==> config.mk <==
export PLATFORM = sky130hd
export DESIGN_NAME = adcsq_control
export DESIGN_NICKNAME = d
export VERILOG_FILES = /design/src/pkg/adcsq_pkg.sv /design/src/hdl/adcsq_control.sv
export VERILOG_INCLUDE_DIRS = /design/src /design/src/pkg
export SDC_FILE = /design/constraint.sdc
export NUM_CORES = 1
export LEC_CHECK = 0
export BUFFER_PORTS_ARGS = -buffer_cell sky130_fd_sc_hd__buf_2
export CORE_UTILIZATION = 51
export DETAILED_ROUTE_END_ITERATION = 16
export PLACE_DENSITY = 0.76
export SLEW_MARGIN = 0
export SYNTH_ARGS = -nofsm -noshare
export SYNTH_HDL_FRONTEND = slang
export SYNTH_SLANG_ARGS = --single-unit
==> constraint.sdc <==
create_clock -name mclk -period 2.25 [get_ports mclk]
set_input_delay 0.3375 -clock mclk [delete_from_list [all_inputs] [get_ports mclk]]
set_output_delay 0.3375 -clock mclk [all_outputs]
set_load 0.005 [all_outputs]
==> src/pkg/adcsq_defines.svh <==
// constants of the converter global control block
`ifndef ADCSQ_DEFINES_SVH
`define ADCSQ_DEFINES_SVH
// ==================================================
// global control register fields
`define ADCSQ_BIT_RUN 0
`define ADCSQ_BIT_RESET 1
`define ADCSQ_BIT_AZ 2
`define ADCSQ_BIT_CAL 3
`define ADCSQ_BIT_STBY 4
`define ADCSQ_BIT_DIAG 11
`define ADCSQ_CTRL_RESET 16'h0000
`define ADCSQ_CTRL_WMASK 16'hfff9
// ==================================================
// status register fields
`define ADCSQ_STAT_AZ_DONE 3
`define ADCSQ_STAT_CAL_DONE 4
`define ADCSQ_STAT_PTR_LSB 8
// ==================================================
// timing counts in clock cycles
`define ADCSQ_RESET_CYCLES 2
`define ADCSQ_AZ_CYCLES 76
`define ADCSQ_CAL_CYCLES 4944
`define ADCSQ_POR_CYCLES 4
`endif

==> src/pkg/adcsq_pkg.sv <==
// types of the converter global control block
package adcsq_pkg;
   typedef enum logic [3:0] {
      ADCSQ_IDLE = 4'h1,
      ADCSQ_RUN = 4'h2,
      ADCSQ_AZ = 4'h4,
      ADCSQ_CAL = 4'h8
   } adcsq_state_t;
   typedef struct packed {
      logic [2:0] pos_sel;
      logic [2:0] neg_sel;
   } adcsq_sel_t;
   typedef struct packed {
      logic [7:0] pos_en;
      logic [7:0] neg_en;
      logic pos_vref;
      logic neg_vref;
      logic neg_gnd;
   } adcsq_route_t;
endpackage

==> src/hdl/adcsq_control.sv <==
// global control, calibration timing and input routing of the converter
`timescale 1ns/1ps
`include "adcsq_defines.svh"
module adcsq_control #(
   parameter int CAL_CYCLES = `ADCSQ_CAL_CYCLES,
   parameter bit FOUR_CHAN = 1'b0
) (
   // clock and reset
   input wire logic mclk,
   input wire logic reset,
   // register port
   input wire logic reg_wr,
   input wire logic [15:0] reg_wdata,
   input wire logic status_rd,
   output logic [15:0] global_control,
   output logic [15:0] status,
   // sequencer handshake
   input wire logic instr_done,
   input wire adcsq_pkg::adcsq_sel_t instr_sel,
   output logic seq_running,
   output logic [2:0] instr_ptr,
   output logic fifo_clear,
   output logic clock_gate,
   // calibration engine
   output logic az_active,
   output logic cal_active,
   // multiplexer routing
   output adcsq_pkg::adcsq_route_t route
);
   // ==================================================
   // power-on reset and reset command
   logic [2:0] por_cnt = 3'h0;
   logic [1:0] rst_cnt;
   logic sys_rst;
   logic stby;
   logic run_req;
   logic az_req;
   logic cal_req;
   logic az_flag;
   logic cal_flag;
   logic [12:0] cnt;
   adcsq_pkg::adcsq_state_t state;
   logic az_done;
   logic cal_done;
   logic boundary;
   logic wr_reset;
   assign wr_reset = reg_wr && reg_wdata[`ADCSQ_BIT_RESET];
   // por counter preloaded, so power-up alone forces the reset command
   always_ff @(posedge mclk) begin
      if (por_cnt != 3'(`ADCSQ_POR_CYCLES)) begin
         por_cnt <= por_cnt + 3'h1;
      end
   end
   always_ff @(posedge mclk) begin
      if (reset || por_cnt != 3'(`ADCSQ_POR_CYCLES)) begin
         rst_cnt <= 2'(`ADCSQ_RESET_CYCLES);
      // entering standby forces the reset bit high; leaving it retriggers the command
      end else if (wr_reset || (reg_wr && (stby || reg_wdata[`ADCSQ_BIT_STBY]))) begin
         rst_cnt <= 2'(`ADCSQ_RESET_CYCLES);
      end else if (rst_cnt != 2'h0 && !stby) begin
         rst_cnt <= rst_cnt - 2'h1;
      end
   end
   assign sys_rst = (rst_cnt != 2'h0);
   // ==================================================
   // control bits
   always_ff @(posedge mclk) begin
      if (reset) begin
         stby <= 1'b0;
      end else if (reg_wr) begin
         stby <= reg_wdata[`ADCSQ_BIT_STBY];
      end
   end
   always_ff @(posedge mclk) begin
      if (reset) begin
         clock_gate <= 1'b0;
      end else begin
         clock_gate <= reg_wr ? reg_wdata[`ADCSQ_BIT_STBY] : stby;
      end
   end
   always_ff @(posedge mclk) begin
      if (reset || sys_rst) begin
         run_req <= 1'b0;
      end else if (reg_wr) begin
         run_req <= reg_wdata[`ADCSQ_BIT_RUN];
      end
   end
   // requests latch until the engine finishes them
   always_ff @(posedge mclk) begin
      if (reset || sys_rst) begin
         az_req <= 1'b0;
      end else if (reg_wr && reg_wdata[`ADCSQ_BIT_AZ]) begin
         az_req <= 1'b1;
      end else if (az_done) begin
         az_req <= 1'b0;
      end
   end
   always_ff @(posedge mclk) begin
      if (reset || sys_rst) begin
         cal_req <= 1'b0;
      end else if (reg_wr && reg_wdata[`ADCSQ_BIT_CAL]) begin
         cal_req <= 1'b1;
      end else if (cal_done) begin
         cal_req <= 1'b0;
      end
   end
   // ==================================================
   // sequencer and calibration timing
   assign boundary = (state == adcsq_pkg::ADCSQ_IDLE) ||
                     (state == adcsq_pkg::ADCSQ_RUN && instr_done);
   assign az_done = (state == adcsq_pkg::ADCSQ_AZ) && cnt == 13'h0001;
   assign cal_done = (state == adcsq_pkg::ADCSQ_CAL) && cnt == 13'h0001;
   always_ff @(posedge mclk) begin
      if (reset || sys_rst || stby) begin
         state <= adcsq_pkg::ADCSQ_IDLE;
         cnt <= 13'h0000;
      end else begin
         unique case (state)
            adcsq_pkg::ADCSQ_IDLE, adcsq_pkg::ADCSQ_RUN: begin
               if (boundary && cal_req) begin
                  state <= adcsq_pkg::ADCSQ_CAL;
                  cnt <= 13'(CAL_CYCLES);
               end else if (boundary && az_req) begin
                  state <= adcsq_pkg::ADCSQ_AZ;
                  cnt <= 13'(`ADCSQ_AZ_CYCLES);
               end else if (boundary) begin
                  state <= run_req ? adcsq_pkg::ADCSQ_RUN : adcsq_pkg::ADCSQ_IDLE;
               end
            end
            adcsq_pkg::ADCSQ_AZ, adcsq_pkg::ADCSQ_CAL: begin
               cnt <= cnt - 13'h0001;
               if (cnt == 13'h0001) begin
                  state <= run_req ? adcsq_pkg::ADCSQ_RUN : adcsq_pkg::ADCSQ_IDLE;
               end
            end
         endcase
      end
   end
   always_ff @(posedge mclk) begin
      if (reset || sys_rst) begin
         instr_ptr <= 3'h0;
      end else if (state == adcsq_pkg::ADCSQ_RUN && instr_done) begin
         instr_ptr <= instr_ptr + 3'h1;
      end
   end
   // ==================================================
   // completion flags; set wins over the clearing read
   always_ff @(posedge mclk) begin
      if (reset || sys_rst) begin
         az_flag <= 1'b0;
         cal_flag <= 1'b0;
      end else begin
         az_flag <= az_done || (az_flag && !status_rd);
         cal_flag <= cal_done || (cal_flag && !status_rd);
      end
   end
   // ==================================================
   // registered outputs
   always_ff @(posedge mclk) begin
      if (reset) begin
         global_control <= `ADCSQ_CTRL_RESET;
         status <= 16'h0000;
         seq_running <= 1'b0;
         fifo_clear <= 1'b1;
         az_active <= 1'b0;
         cal_active <= 1'b0;
      end else begin
         global_control <= (reg_wr ? (reg_wdata & `ADCSQ_CTRL_WMASK) :
                            (global_control & `ADCSQ_CTRL_WMASK)) & 16'hfffe;
         global_control[`ADCSQ_BIT_RUN] <= (state == adcsq_pkg::ADCSQ_RUN);
         global_control[`ADCSQ_BIT_RESET] <= sys_rst;
         global_control[`ADCSQ_BIT_AZ] <= az_req && !az_done;
         global_control[`ADCSQ_BIT_CAL] <= cal_req && !cal_done;
         status <= 16'h0000;
         status[`ADCSQ_STAT_AZ_DONE] <= az_flag;
         status[`ADCSQ_STAT_CAL_DONE] <= cal_flag;
         status[`ADCSQ_STAT_PTR_LSB +: 3] <= instr_ptr;
         seq_running <= (state == adcsq_pkg::ADCSQ_RUN);
         fifo_clear <= sys_rst;
         az_active <= (state == adcsq_pkg::ADCSQ_AZ);
         cal_active <= (state == adcsq_pkg::ADCSQ_CAL);
      end
   end
   // ==================================================
   // input multiplexer decode
   adcsq_pkg::adcsq_route_t next_route;
   logic diag;
   assign diag = global_control[`ADCSQ_BIT_DIAG] && !FOUR_CHAN;
   always_comb begin
      next_route = '0;
      if (FOUR_CHAN) begin
         if (!instr_sel.pos_sel[2]) begin
            next_route.pos_en[instr_sel.pos_sel] = 1'b1;
         end
         if (instr_sel.neg_sel == 3'h0) begin
            next_route.neg_gnd = 1'b1;
         end else if (!instr_sel.neg_sel[2]) begin
            next_route.neg_en[instr_sel.neg_sel] = 1'b1;
         end
      end else if (diag) begin
         if (instr_sel.pos_sel == 3'h1) begin
            next_route.pos_vref = 1'b1;
         end else if (instr_sel.pos_sel != 3'h0) begin
            next_route.pos_en[instr_sel.pos_sel] = 1'b1;
         end
         if (instr_sel.neg_sel == 3'h1) begin
            next_route.neg_vref = 1'b1;
         end else if (instr_sel.neg_sel != 3'h0) begin
            next_route.neg_en[instr_sel.neg_sel] = 1'b1;
         end
      end else begin
         next_route.pos_en[instr_sel.pos_sel] = 1'b1;
         if (instr_sel.neg_sel == 3'h0) begin
            next_route.neg_gnd = 1'b1;
         end else begin
            next_route.neg_en[instr_sel.neg_sel] = 1'b1;
         end
      end
   end
   always_ff @(posedge mclk) begin
      if (reset) begin
         route <= '0;
      end else begin
         route <= next_route;
      end
   end
   // ==================================================
   // checks
   a_az_length: assert property (@(posedge mclk) disable iff (reset || sys_rst)
      $rose(state == adcsq_pkg::ADCSQ_AZ) |-> (state == adcsq_pkg::ADCSQ_AZ) [*8])
      else $error("offset correction ended early");
   a_az_flag_set: assert property (@(posedge mclk) disable iff (reset || sys_rst)
      az_done |=> az_flag)
      else $error("offset done flag not set");
   a_cal_flag_set: assert property (@(posedge mclk) disable iff (reset || sys_rst)
      cal_done |=> cal_flag ##1 status[`ADCSQ_STAT_CAL_DONE])
      else $error("calibration done flag not shown");
   a_az_at_once: assert property (@(posedge mclk) disable iff (reset || sys_rst || stby)
      (state == adcsq_pkg::ADCSQ_IDLE && az_req && !cal_req) |=>
      state == adcsq_pkg::ADCSQ_AZ)
      else $error("idle offset correction did not start");
   a_cal_waits: assert property (@(posedge mclk) disable iff (reset || sys_rst || stby)
      (state == adcsq_pkg::ADCSQ_RUN && !instr_done) |=>
      state != adcsq_pkg::ADCSQ_CAL)
      else $error("calibration broke into an instruction");
   a_reset_clear: assert property (@(posedge mclk) disable iff (reset)
      (wr_reset && !stby && !reg_wdata[`ADCSQ_BIT_STBY]) |=> sys_rst ##2 !sys_rst)
      else $error("reset bit did not self clear in two cycles");
   a_reset_effect: assert property (@(posedge mclk) disable iff (reset)
      sys_rst |=> instr_ptr == 3'h0 && fifo_clear && !az_flag && !cal_flag)
      else $error("reset command effects missing");
   a_ptr_shown: assert property (@(posedge mclk) disable iff (reset)
      status[`ADCSQ_STAT_PTR_LSB +: 3] == $past(instr_ptr))
      else $error("pointer not shown in status");
   a_run_read: assert property (@(posedge mclk) disable iff (reset)
      global_control[`ADCSQ_BIT_RUN] == $past(state == adcsq_pkg::ADCSQ_RUN))
      else $error("run bit does not show sequencer state");
   // ==================================================
   // sequencing and calibration checks
   // calibration counts of at least eight, such as the bench's 20, last the eight cycles checked
   a_cal_length: assert property (@(posedge mclk) disable iff (reset || sys_rst)
      $rose(state == adcsq_pkg::ADCSQ_CAL) |->
      (state == adcsq_pkg::ADCSQ_CAL) [*8])
      else $error("calibration ended early");
   a_az_waits: assert property (@(posedge mclk) disable iff (reset || sys_rst || stby)
      (state == adcsq_pkg::ADCSQ_RUN && !instr_done) |=>
      state != adcsq_pkg::ADCSQ_AZ)
      else $error("offset correction broke into an instruction");
   a_cal_at_once: assert property (@(posedge mclk) disable iff (reset || sys_rst || stby)
      (state == adcsq_pkg::ADCSQ_IDLE && cal_req) |=>
      state == adcsq_pkg::ADCSQ_CAL)
      else $error("idle calibration did not start");
   a_az_req_held: assert property (@(posedge mclk) disable iff (reset || sys_rst)
      (az_req && !az_done) |=>
      az_req)
      else $error("pending offset correction lost");
   a_cal_req_held: assert property (@(posedge mclk) disable iff (reset || sys_rst)
      (cal_req && !cal_done) |=>
      cal_req)
      else $error("pending calibration lost");
   a_run_holds: assert property (@(posedge mclk) disable iff (reset || sys_rst || stby)
      (state == adcsq_pkg::ADCSQ_RUN && !instr_done) |=>
      state == adcsq_pkg::ADCSQ_RUN)
      else $error("sequencer left an instruction unfinished");
   a_cal_resume: assert property (@(posedge mclk) disable iff (reset || sys_rst || stby)
      (state == adcsq_pkg::ADCSQ_CAL && cnt == 13'h0001 && run_req) |=>
      state == adcsq_pkg::ADCSQ_RUN)
      else $error("sequencer did not resume after calibration");
   a_az_bit_clear: assert property (@(posedge mclk) disable iff (reset)
      az_done |=>
      !global_control[`ADCSQ_BIT_AZ])
      else $error("offset correction bit not cleared");
   a_standby_hold: assert property (@(posedge mclk) disable iff (reset)
      stby |->
      sys_rst)
      else $error("reset bit released during standby");
   // ==================================================
   // routing checks
   a_four_none: assert property (@(posedge mclk) disable iff (reset)
      (FOUR_CHAN && instr_sel.pos_sel[2]) |=>
      route.pos_en == 8'h00)
      else $error("four-channel high code routed an input");
   a_neg_ground: assert property (@(posedge mclk) disable iff (reset)
      (FOUR_CHAN && instr_sel.neg_sel == 3'h0) |=>
      route.neg_gnd)
      else $error("negative output not grounded");
   a_diag_vref: assert property (@(posedge mclk) disable iff (reset)
      (diag && instr_sel.pos_sel == 3'h1) |=>
      route.pos_vref)
      else $error("diagnostic reference not connected");
   c_az_run: cover property (@(posedge mclk) az_done && run_req);
   c_az_idle: cover property (@(posedge mclk) az_done && !run_req);
   c_standby: cover property (@(posedge mclk) $rose(stby));
   c_cal_done: cover property (@(posedge mclk) cal_done);
   c_run_stop: cover property (@(posedge mclk) $fell(state == adcsq_pkg::ADCSQ_RUN));
endmodule

==> metrics, run 1 <==
outcome=finished clean; top_reg_cell synth=dfxtp_1; CTS tree=built; vias=2403; Worst Hold Depth=2; utilization after layout=0.640; die width=78.7 um; # DRC=0; fin nets=425; Pleak=1.63 nW; most common cell after layout, fill and taps aside=buf_2; Yosys reg bits=73; CP startpoint kind=flip-flop; clk slew on worst S/H paths=0.08 ns; Initial Util=0.538; root buffer cell=clkbuf_8; Setup violations, final=0; Max Slew Vio Count=0; post-CTS setup buffers=0; Yosys top cell area share=0.468; Synth warnings=0; sequential cell area fraction in the yosys report=0.498; area leader, netlist=dfxtp_1; Peak Freq=547 MHz; Final Hold Viols=0; die area=6190 um^2; Syn Area/Cell=9.42 um^2; core box area=5570 um^2; Clock Tree Buf Depth=2; Worst Hold Path EP=route[16]$_SDFF_PP0_; PwrDens=720 nW/um^2; # IOs=86; number of global-route vias before repair=2078; layout cells sized above 1=0.267; Final min period=1.83 ns; gpl congestion=0.846; antenna diode count=0; most frequent cells in the layout=buf_2, dfxtp_1, nor2_1; CP Max Fanout=7; fin crit share=0.812; Post-Syn Instances=318; Clock Latency Late Sink=0.34 ns; r2r startpoint=cnt[0]$_SDFFE_PP0P_; DR pass1 iterations=4; TNS Setup=0 ns; H-tree Lvls=3; R2R setup slack=0.42 ns; Worst VDD drop=0.517 mV; DR vias/cell=5.12; Async SR Flop Fraction=0; RSZ-0062 raised after global routing=false; Setup Crit Path Kind=flip-flop to flip-flop; Worst R2R Path Depth=7; IO Port Bufs=74; synth top area cells=dfxtp_1, nor2_1, mux2i_1; Req. time, crit path=2.51 ns; Max Cap Viol=0; initial antenna violation count=0; cts hold-fix bufs=0; HPWL Detailed=4.28 mm; clock buffer count from CTS=9; first-pass GRT wire length=9.50 mm; DRT antenna net count=0; synth unique cells=55; Rows=27; drt total wl=5.85 mm; Synth-to-Final Area Change=19.1%; HP Class=primary input to flip-flop; largest net degree at the start of global routing=34; hold_sp=instr_sel[4]; Post-synth EDFFs=3; clock sink count=73; DR WL/cell=12.5 um; CP Data Arrival Time=2.09 ns; Die Y=78.7 um; Resized Gates After CTS=0; clk_skew=0.00877 ns; worst flop-to-flop path endpoint=cnt[8]$_SDFFE_PP0P_; Total GRT Usage=0.196; Post-Syn Area=3000 um^2; CP endpoint kind=flip-flop; initial DRC count=72; total global routing overflow=0
-- flip-flops by register name, indices dropped and copies added (netlist names), 2 cells and up --
| register | flops |
|---|---|
| global_control | 16 |
| cnt | 13 |
| state | 4 |
| rst_cnt | 2 |
| por_cnt | 3 |
| instr_ptr | 3 |
| route | 19 |
| status | 5 |
-- cell usage after synthesis (2+ instances only) --
master	instances
dfxtp_1	70
nor2_1	53
a21oi_1	19
nand2_1	17
buf_4	14
mux2i_1	14
nor3_1	12
nand3_1	9
nor2b_1	9
inv_1	8
nand2b_1	8
ha_1	6
o21ai_0	6
a31oi_1	5
clkbuf_1	5
buf_2	4
edfxtp_1	3
nor3b_1	3
o21a_1	3
o21ai_1	3
or3_1	3
xor2_1	3
a2111oi_2	2
a21oi_2	2
and2_1	2
and3_1	2
nor4_1	2
nor4b_1	2
o31a_1	2
o31ai_1	2
-- metrics by stage --
stage	total power, mW	instance area, um^2	hold slack [ns]	worst slack [ns]	cells
after floorplan	1.50	3040	0.409	0.578	329
after detailed placement	1.56	3360	0.456	0.453	453
after global placement	1.55	3360	0.448	0.516	453
final	2.57	3570	0.197	0.422	469
after global routing	2.67	3570	0.217	0.321	469
after CTS	2.60	3570	0.186	0.424	469
-- worst max-delay path by stage --
stage / startpoint / slack, ns / end
finish: cnt[0]$_SDFFE_PP0P_ / 0.42 / cnt[8]$_SDFFE_PP0P_
global route: state[1]$_SDFFE_PP0P_ / 0.32 / cnt[9]$_SDFFE_PP0P_
CTS: cnt[0]$_SDFFE_PP0P_ / 0.42 / cnt[8]$_SDFFE_PP0P_
detailed placement: cnt[0]$_SDFFE_PP0P_ / 0.45 / cnt[8]$_SDFFE_PP0P_
global placement: cnt[0]$_SDFFE_PP0P_ / 0.52 / cnt[8]$_SDFFE_PP0P_
floorplan: cnt[0]$_SDFFE_PP0P_ / 0.58 / cnt[8]$_SDFFE_PP0P_
-- layout make-up --
class	count	area, um^2
clock buffer	11	141
clock inverter	5	63.8
fill	491	2000
inverter	8	30.0
multi-input combinational	222	1350
sequential	73	1490
tap	72	90.1
timing repair buffer	78	400
-- logic make-up (layout without fill, tap and decap cells) --
family | Yosys count | count (layout) | synth area share
compound gates | 52 | 52 | 0.122
xor+xnor | 4 | 4 | 0.0117
fa+ha+maj | 6 | 6 | 0.0251
buf+inv | 34 | 102 | 0.0647
flops | 73 | 73 | 0.498
mux | 14 | 14 | 0.0468
other cells | 1 | 12 | 0.00125
simple gates | 134 | 134 | 0.231
-- report_power, final --
group / total, mW / switching (mW) / internal, mW
sequential: 1.35 / 0.0168 / 1.33
clock: 1.04 / 0.493 / 0.551
combinational: 0.181 / 0.101 / 0.0800
-- critical path: stages (launching register included) --
cell and delay (ns):
dfxtp_1 0.37, inv_1 0.07, ha_1 0.22, or3b_1 0.42, or3_1 0.34, o21ai_1 0.12, nand2_1 0.07, a31oi_1 0.14
-- layer usage --
metal,share of wire,vias up,GRT usage
li1,-,1233,-
met1,0.46,1092,0.253
met2,0.47,67,0.312
met3,0.057,11,0.0384
met4,0.018,0,0.0944
met5,0,-,0
Power figures use the tool's default switching activity.
==> run 2: changes to the inputs <==
Clock period 2.25 ns to 1.85 ns, I/O delays scaled along.
==> run 2 against run 1 <==
Net effect: clock skew down 0.0040 ns; largest power group unchanged; maximum frequency up 5.7%; die area unchanged; clock power up 8%; worst hold slack worse by 0.044 ns; register-to-register slack worse by 0.30 ns; power up 16%; global-route usage up 0.62 points; final cell count up 0.64%.
==> metrics, run 2 (same netlist as run 1, synthesis figures left out) <==
PwrDens=835 nW/um^2 (+16%); CP Max Fanout=7 (unchanged); Peak Freq=578 MHz (+5.7%); vias=2410 (+0.29%); outcome=finished clean; first-pass GRT wire length=9.72 mm (+2.3%); cts hold-fix bufs=0 (unchanged); clk_skew=0.00479 ns (-0.00398 ns); DR WL/cell=12.5 um (-0.13%); most common cell after layout, fill and taps aside=buf_2; gpl congestion=0.877 (+3.6%); Synth-to-Final Area Change=19.2% (about the same); clock share of power=0.376 (-0.030); max incr delay on CP=0.40 ns (-0.02 ns); Die Y=78.7 um (unchanged); Req. time, crit path=2.12 ns (-0.39 ns); CP Data Arrival Time=2.00 ns (-0.09 ns); RSZ-0062 raised after global routing=false; Setup violations, final=0 (unchanged); Rows=27 (unchanged); Top Registers=route (19), global_control (16), cnt (13); layout cells sized above 1=0.278 (+0.0105); IO Port Bufs=74 (unchanged); R2R setup slack=0.12 ns (-0.30 ns); Psw=736 uW (+21%); DRT antenna net count=0 (unchanged); # IOs=86 (unchanged); root buffer cell=clkbuf_8; initial DRC count=74 (+2.8%); TNS Setup=0 ns (unchanged); Worst VDD drop=0.478 mV (-7.5%); post-CTS setup buffers=0 (unchanged); largest net degree at the start of global routing=34 (unchanged); largest reg by FF count=route; clk slew on worst S/H paths=0.08 ns (about the same); most frequent cells in the layout=buf_2, dfxtp_1, nor2_1; number of global-route vias before repair=2185 (+5.1%); DR vias/cell=5.11 (-0.35%); Pleak=1.63 nW (+0.25%); max reg flops=19 (unchanged); CP endpoint kind=flip-flop; antenna diode count=0 (unchanged); combinational power share=0.075 (+0.005); Final min period=1.73 ns (-0.0987 ns); clock sink count=73 (unchanged); Max Slew Vio Count=0 (unchanged); Slowest cell on crit path=or3b_1; Post-Place Cells=456 (+0.66%); drt total wl=5.88 mm (+0.51%); CP startpoint kind=flip-flop; initial antenna violation count=0 (unchanged); total global routing overflow=0 (unchanged); Initial Util=0.538 (unchanged); Total GRT Usage=0.202 (+0.00619); clock buffer count from CTS=9 (unchanged); Pint=2.25 mW (+15%); DR pass1 iterations=4 (unchanged); fin crit share=0.935 (+0.122); Clock Latency Late Sink=0.34 ns (about the same); Cell Chain, Critical Path=inv_1 > ha_1 > or3b_1 > or3_1 > o21ai_1 > nand2_1 > a31oi_1; Fillers=481 (-2.0%); HP Class=primary input to flip-flop; fin cells=472 (+0.64%); Setup Crit Path Kind=flip-flop to flip-flop; fin nets=428 (+0.71%); die width=78.7 um (unchanged); HPWL Detailed=4.26 mm (-0.24%); Resized Gates After CTS=0 (unchanged); core box area=5570 um^2 (unchanged); die area=6190 um^2 (unchanged); Flop pwr share=0.549 (+0.025); H-tree Lvls=3 (unchanged); Final Hold Viols=0 (unchanged); # DRC=0 (unchanged); Max Cap Viol=0 (unchanged); switching part of the total=0.247 (+0.00941); Clock Tree Buf Depth=2 (unchanged); CTS tree=built
==> run 2: changes by cell type in the layout (fill, tap and decap cells not counted) <==
cell and delta:
o21ai_2 +1, clkinv_2 +1, buf_4 +3, o21ai_1 -1, dfxtp_2 +1, bufinv_16 -1
dfxtp_1 -1
==> run 2: final timing paths <==
check                                    startpoint                   end  cells after the start
worst max register to register  cnt[0]$_SDFFE_PP0P_   cnt[8]$_SDFFE_PP0P_                      7
worst min-delay path                   instr_sel[4]  route[15]$_SDFF_PP0_                      2
worst min register to register   az_flag$_SDFF_PP0_  status[3]$_SDFF_PP0_                      1
worst max-delay path            cnt[0]$_SDFFE_PP0P_   cnt[8]$_SDFFE_PP0P_                      7
==> run 2: power groups by stage <==
stage	combinational (mW)	sequential (mW)	clock, mW
finish	0.222	1.64	1.12
global route	0.250	1.64	1.22
CTS	0.223	1.64	1.15
detailed placement	0.220	1.68	0
global placement	0.215	1.67	0
floorplan	0.144	1.68	0
==> run 2: area by class of cell <==
class,count,area (um^2),share of cell area
Clock buffer,11,141,0.0396
Clock inverter,5,38.8,0.0109
Inverter,8,30.0,0.00841
Multi-Input combinational cell,222,1360,0.380
Sequential cell,73,1490,0.418
Tap cell,72,90.1,0.0252
Timing Repair Buffer,81,423,0.118
==> run 2: critical path, delay by kind of cell (launching register included) <==
kind                     cells  cell delay, ns
buffers and inverters        1            0.07
AND/OR/NAND/NOR              3            0.80
flip-flops                   1            0.37
AO/OA/AOI/OAI                2            0.26
adder cells (fa/ha/maj)      1            0.15
==> run 2: through the flow <==
step,setup slack [ns],hold WS (ns),power (mW),area (um^2),util
after floorplan,0.178,0.349,1.82,3040,-
after global placement,0.172,0.449,1.89,3390,0.608
after detailed placement,0.0569,0.458,1.90,3390,0.608
after CTS,0.0287,0.134,3.02,3570,0.640
after global routing,0.0215,0.148,3.11,3570,0.641
final,0.121,0.153,2.98,3570,0.641
==> run 2: metal layers <==
layer	vias up	wire length, um	global-route usage
met5	-	0	0
met4	0	72	0.0815
met3	8	320	0.0651
met2	73	2810	0.330
met1	1096	2690	0.245
li1	1233	-	-
==> run 3: changes to the inputs <==
Settings changed: MAX_ROUTING_LAYER from default to met4.
==> run 3 against run 2 <==
Net effect: non-clock buffer count did not move; sequential share of layout area did not move; flip-flop and latch count unchanged; final cell count unchanged; sequential power is essentially flat.
==> metrics, run 3 (same netlist as run 1, synthesis figures left out) <==
clk_skew=0.00359 ns (-0.00119 ns); setup ws final=0.110 ns (-0.0107 ns); DRT antenna net count=0 (unchanged); clock buffer count from CTS=9 (unchanged); core box area=5570 um^2 (unchanged); IO Port Bufs=74 (unchanged); Top Registers=route (19), global_control (16), cnt (13); CP Max Fanout=7 (unchanged); Die Y=78.7 um (unchanged); # IOs=86 (unchanged); Slowest cell on crit path=or3b_1; Clock Tree Buf Depth=2 (unchanged); drt total wl=5.86 mm (-0.34%); Final Hold Viols=0 (unchanged); Max Slew Vio Count=0 (unchanged); initial DRC count=80 (+8.1%); largest reg by FF count=route; max reg flops=19 (unchanged); antenna diode count=0 (unchanged); Setup Crit Path Kind=flip-flop to flip-flop; CP endpoint kind=flip-flop; TNS Setup=0 ns (unchanged); clock sink count=73 (unchanged); Initial Util=0.538 (unchanged); RSZ-0062 raised after global routing=false; outcome=finished clean; Max Cap Viol=0 (unchanged); CTS tree=built; HP Class=primary input to flip-flop; Setup violations, final=0 (unchanged); Total GRT Usage=0.208 (+0.00567); Fillers=481 (unchanged); number of global-route vias before repair=2185 (unchanged); die width=78.7 um (unchanged); Final min period=1.74 ns (+0.0107 ns); DR pass1 iterations=4 (unchanged); vias=2410 (unchanged); Rows=27 (unchanged); most frequent cells in the layout=buf_2, dfxtp_1, nor2_1; Req. time, crit path=2.11 ns (about the same); Clock Latency Late Sink=0.33 ns (about the same); H-tree Lvls=3 (unchanged); die area=6190 um^2 (unchanged); root buffer cell=clkbuf_8; CP startpoint=cnt[0]$_SDFFE_PP0P_; total chip power=2.98 mW (-0.15%); # DRC=0 (unchanged); DR vias/cell=5.11 (unchanged); gpl congestion=0.892 (+1.7%); PwrDens=834 nW/um^2 (-0.15%); clk slew on worst S/H paths=0.08 ns (about the same); largest net degree at the start of global routing=34 (unchanged); most common cell after layout, fill and taps aside=buf_2; Peak Freq=575 MHz (-0.61%); cts hold-fix bufs=0 (unchanged); Worst VDD drop=0.473 mV (-1.0%); first-pass GRT wire length=9.72 mm (unchanged); fin crit share=0.940 (+0.00577); CP Data Arrival Time=2.00 ns (about the same); utilization after layout=0.641 (unchanged); Pleak=1.63 nW (unchanged); Worst Path Buf+Inv=1 (unchanged); total global routing overflow=0 (unchanged); r2r startpoint=cnt[0]$_SDFFE_PP0P_; CP startpoint kind=flip-flop; cell family with most CP delay=simple AND/OR/NAND/NOR gates; HPWL Detailed=4.26 mm (unchanged); initial antenna violation count=0 (unchanged); max incr delay on CP=0.40 ns (about the same); pre-CTS WS=0.0569 ns (unchanged); Synth-to-Final Area Change=19.2% (unchanged); DR WL/cell=12.4 um (-0.34%); fin nets=428 (unchanged); layout cells sized above 1=0.278 (unchanged); hold_sp=instr_sel[4]; Cell Chain, Critical Path=inv_1 > ha_1 > or3b_1 > or3_1 > o21ai_1 > nand2_1 > a31oi_1
-- run 3: power breakdown --
part	switching (mW)	internal (mW)	leakage, nW	total, mW
combinational	0.124	0.0977	0.938	0.222
clock	0.588	0.531	0.0899	1.12
sequential	0.0202	1.62	0.604	1.64
total	0.732	2.25	1.63	2.98
-- run 3: cell type report --
cell class              count  area [um^2]  area share
repair buffers             81          423       0.118
clock inverters             5         38.8      0.0109
multi-input cells         222         1360       0.380
well taps                  72         90.1      0.0252
clock buffers              11          141      0.0396
flip-flops and latches     73         1490       0.418
inverters                   8         30.0     0.00841
-- run 3: stage by stage --
step	cells	cell area, um^2	hold slack [ns]
2_1_floorplan	329	3040	0.349
3_3_place_gp	456	3390	0.449
3_5_place_dp	456	3390	0.458
4_1_cts	472	3570	0.134
5_1_grt	472	3570	0.148
6_report	472	3570	0.154
-- run 3: routing by layer --
layer	GRT usage	wire length, um
met5	-	0
met4	0.0815	69
met3	0.0651	302
met2	0.330	2790
met1	0.245	2700
-- run 3: final timing paths --
check                                             to  slack, ns  depth (start not counted)
worst max-delay path             cnt[8]$_SDFFE_PP0P_       0.11                          7
worst min-delay path            route[15]$_SDFF_PP0_       0.15                          2
worst max register to register   cnt[8]$_SDFFE_PP0P_       0.11                          7
worst min register to register  status[3]$_SDFF_PP0_       0.47                          1
-- run 3: repair_timing --
item / 4_1_cts / 5_1_grt
resized for setup: 0 / 2
endpoints found under the hold margin: 0 / 0
setup endpoints to repair: 0 / 8
setup buffers: 0 / 0
-- run 3: worst reg2reg max path: stages, from the launching register on --
cell and delay [ns]:
dfxtp_1 0.37, inv_1 0.07, ha_1 0.15, or3b_1 0.40
or3_1 0.34, o21ai_1 0.13, nand2_1 0.06, a31oi_1 0.14
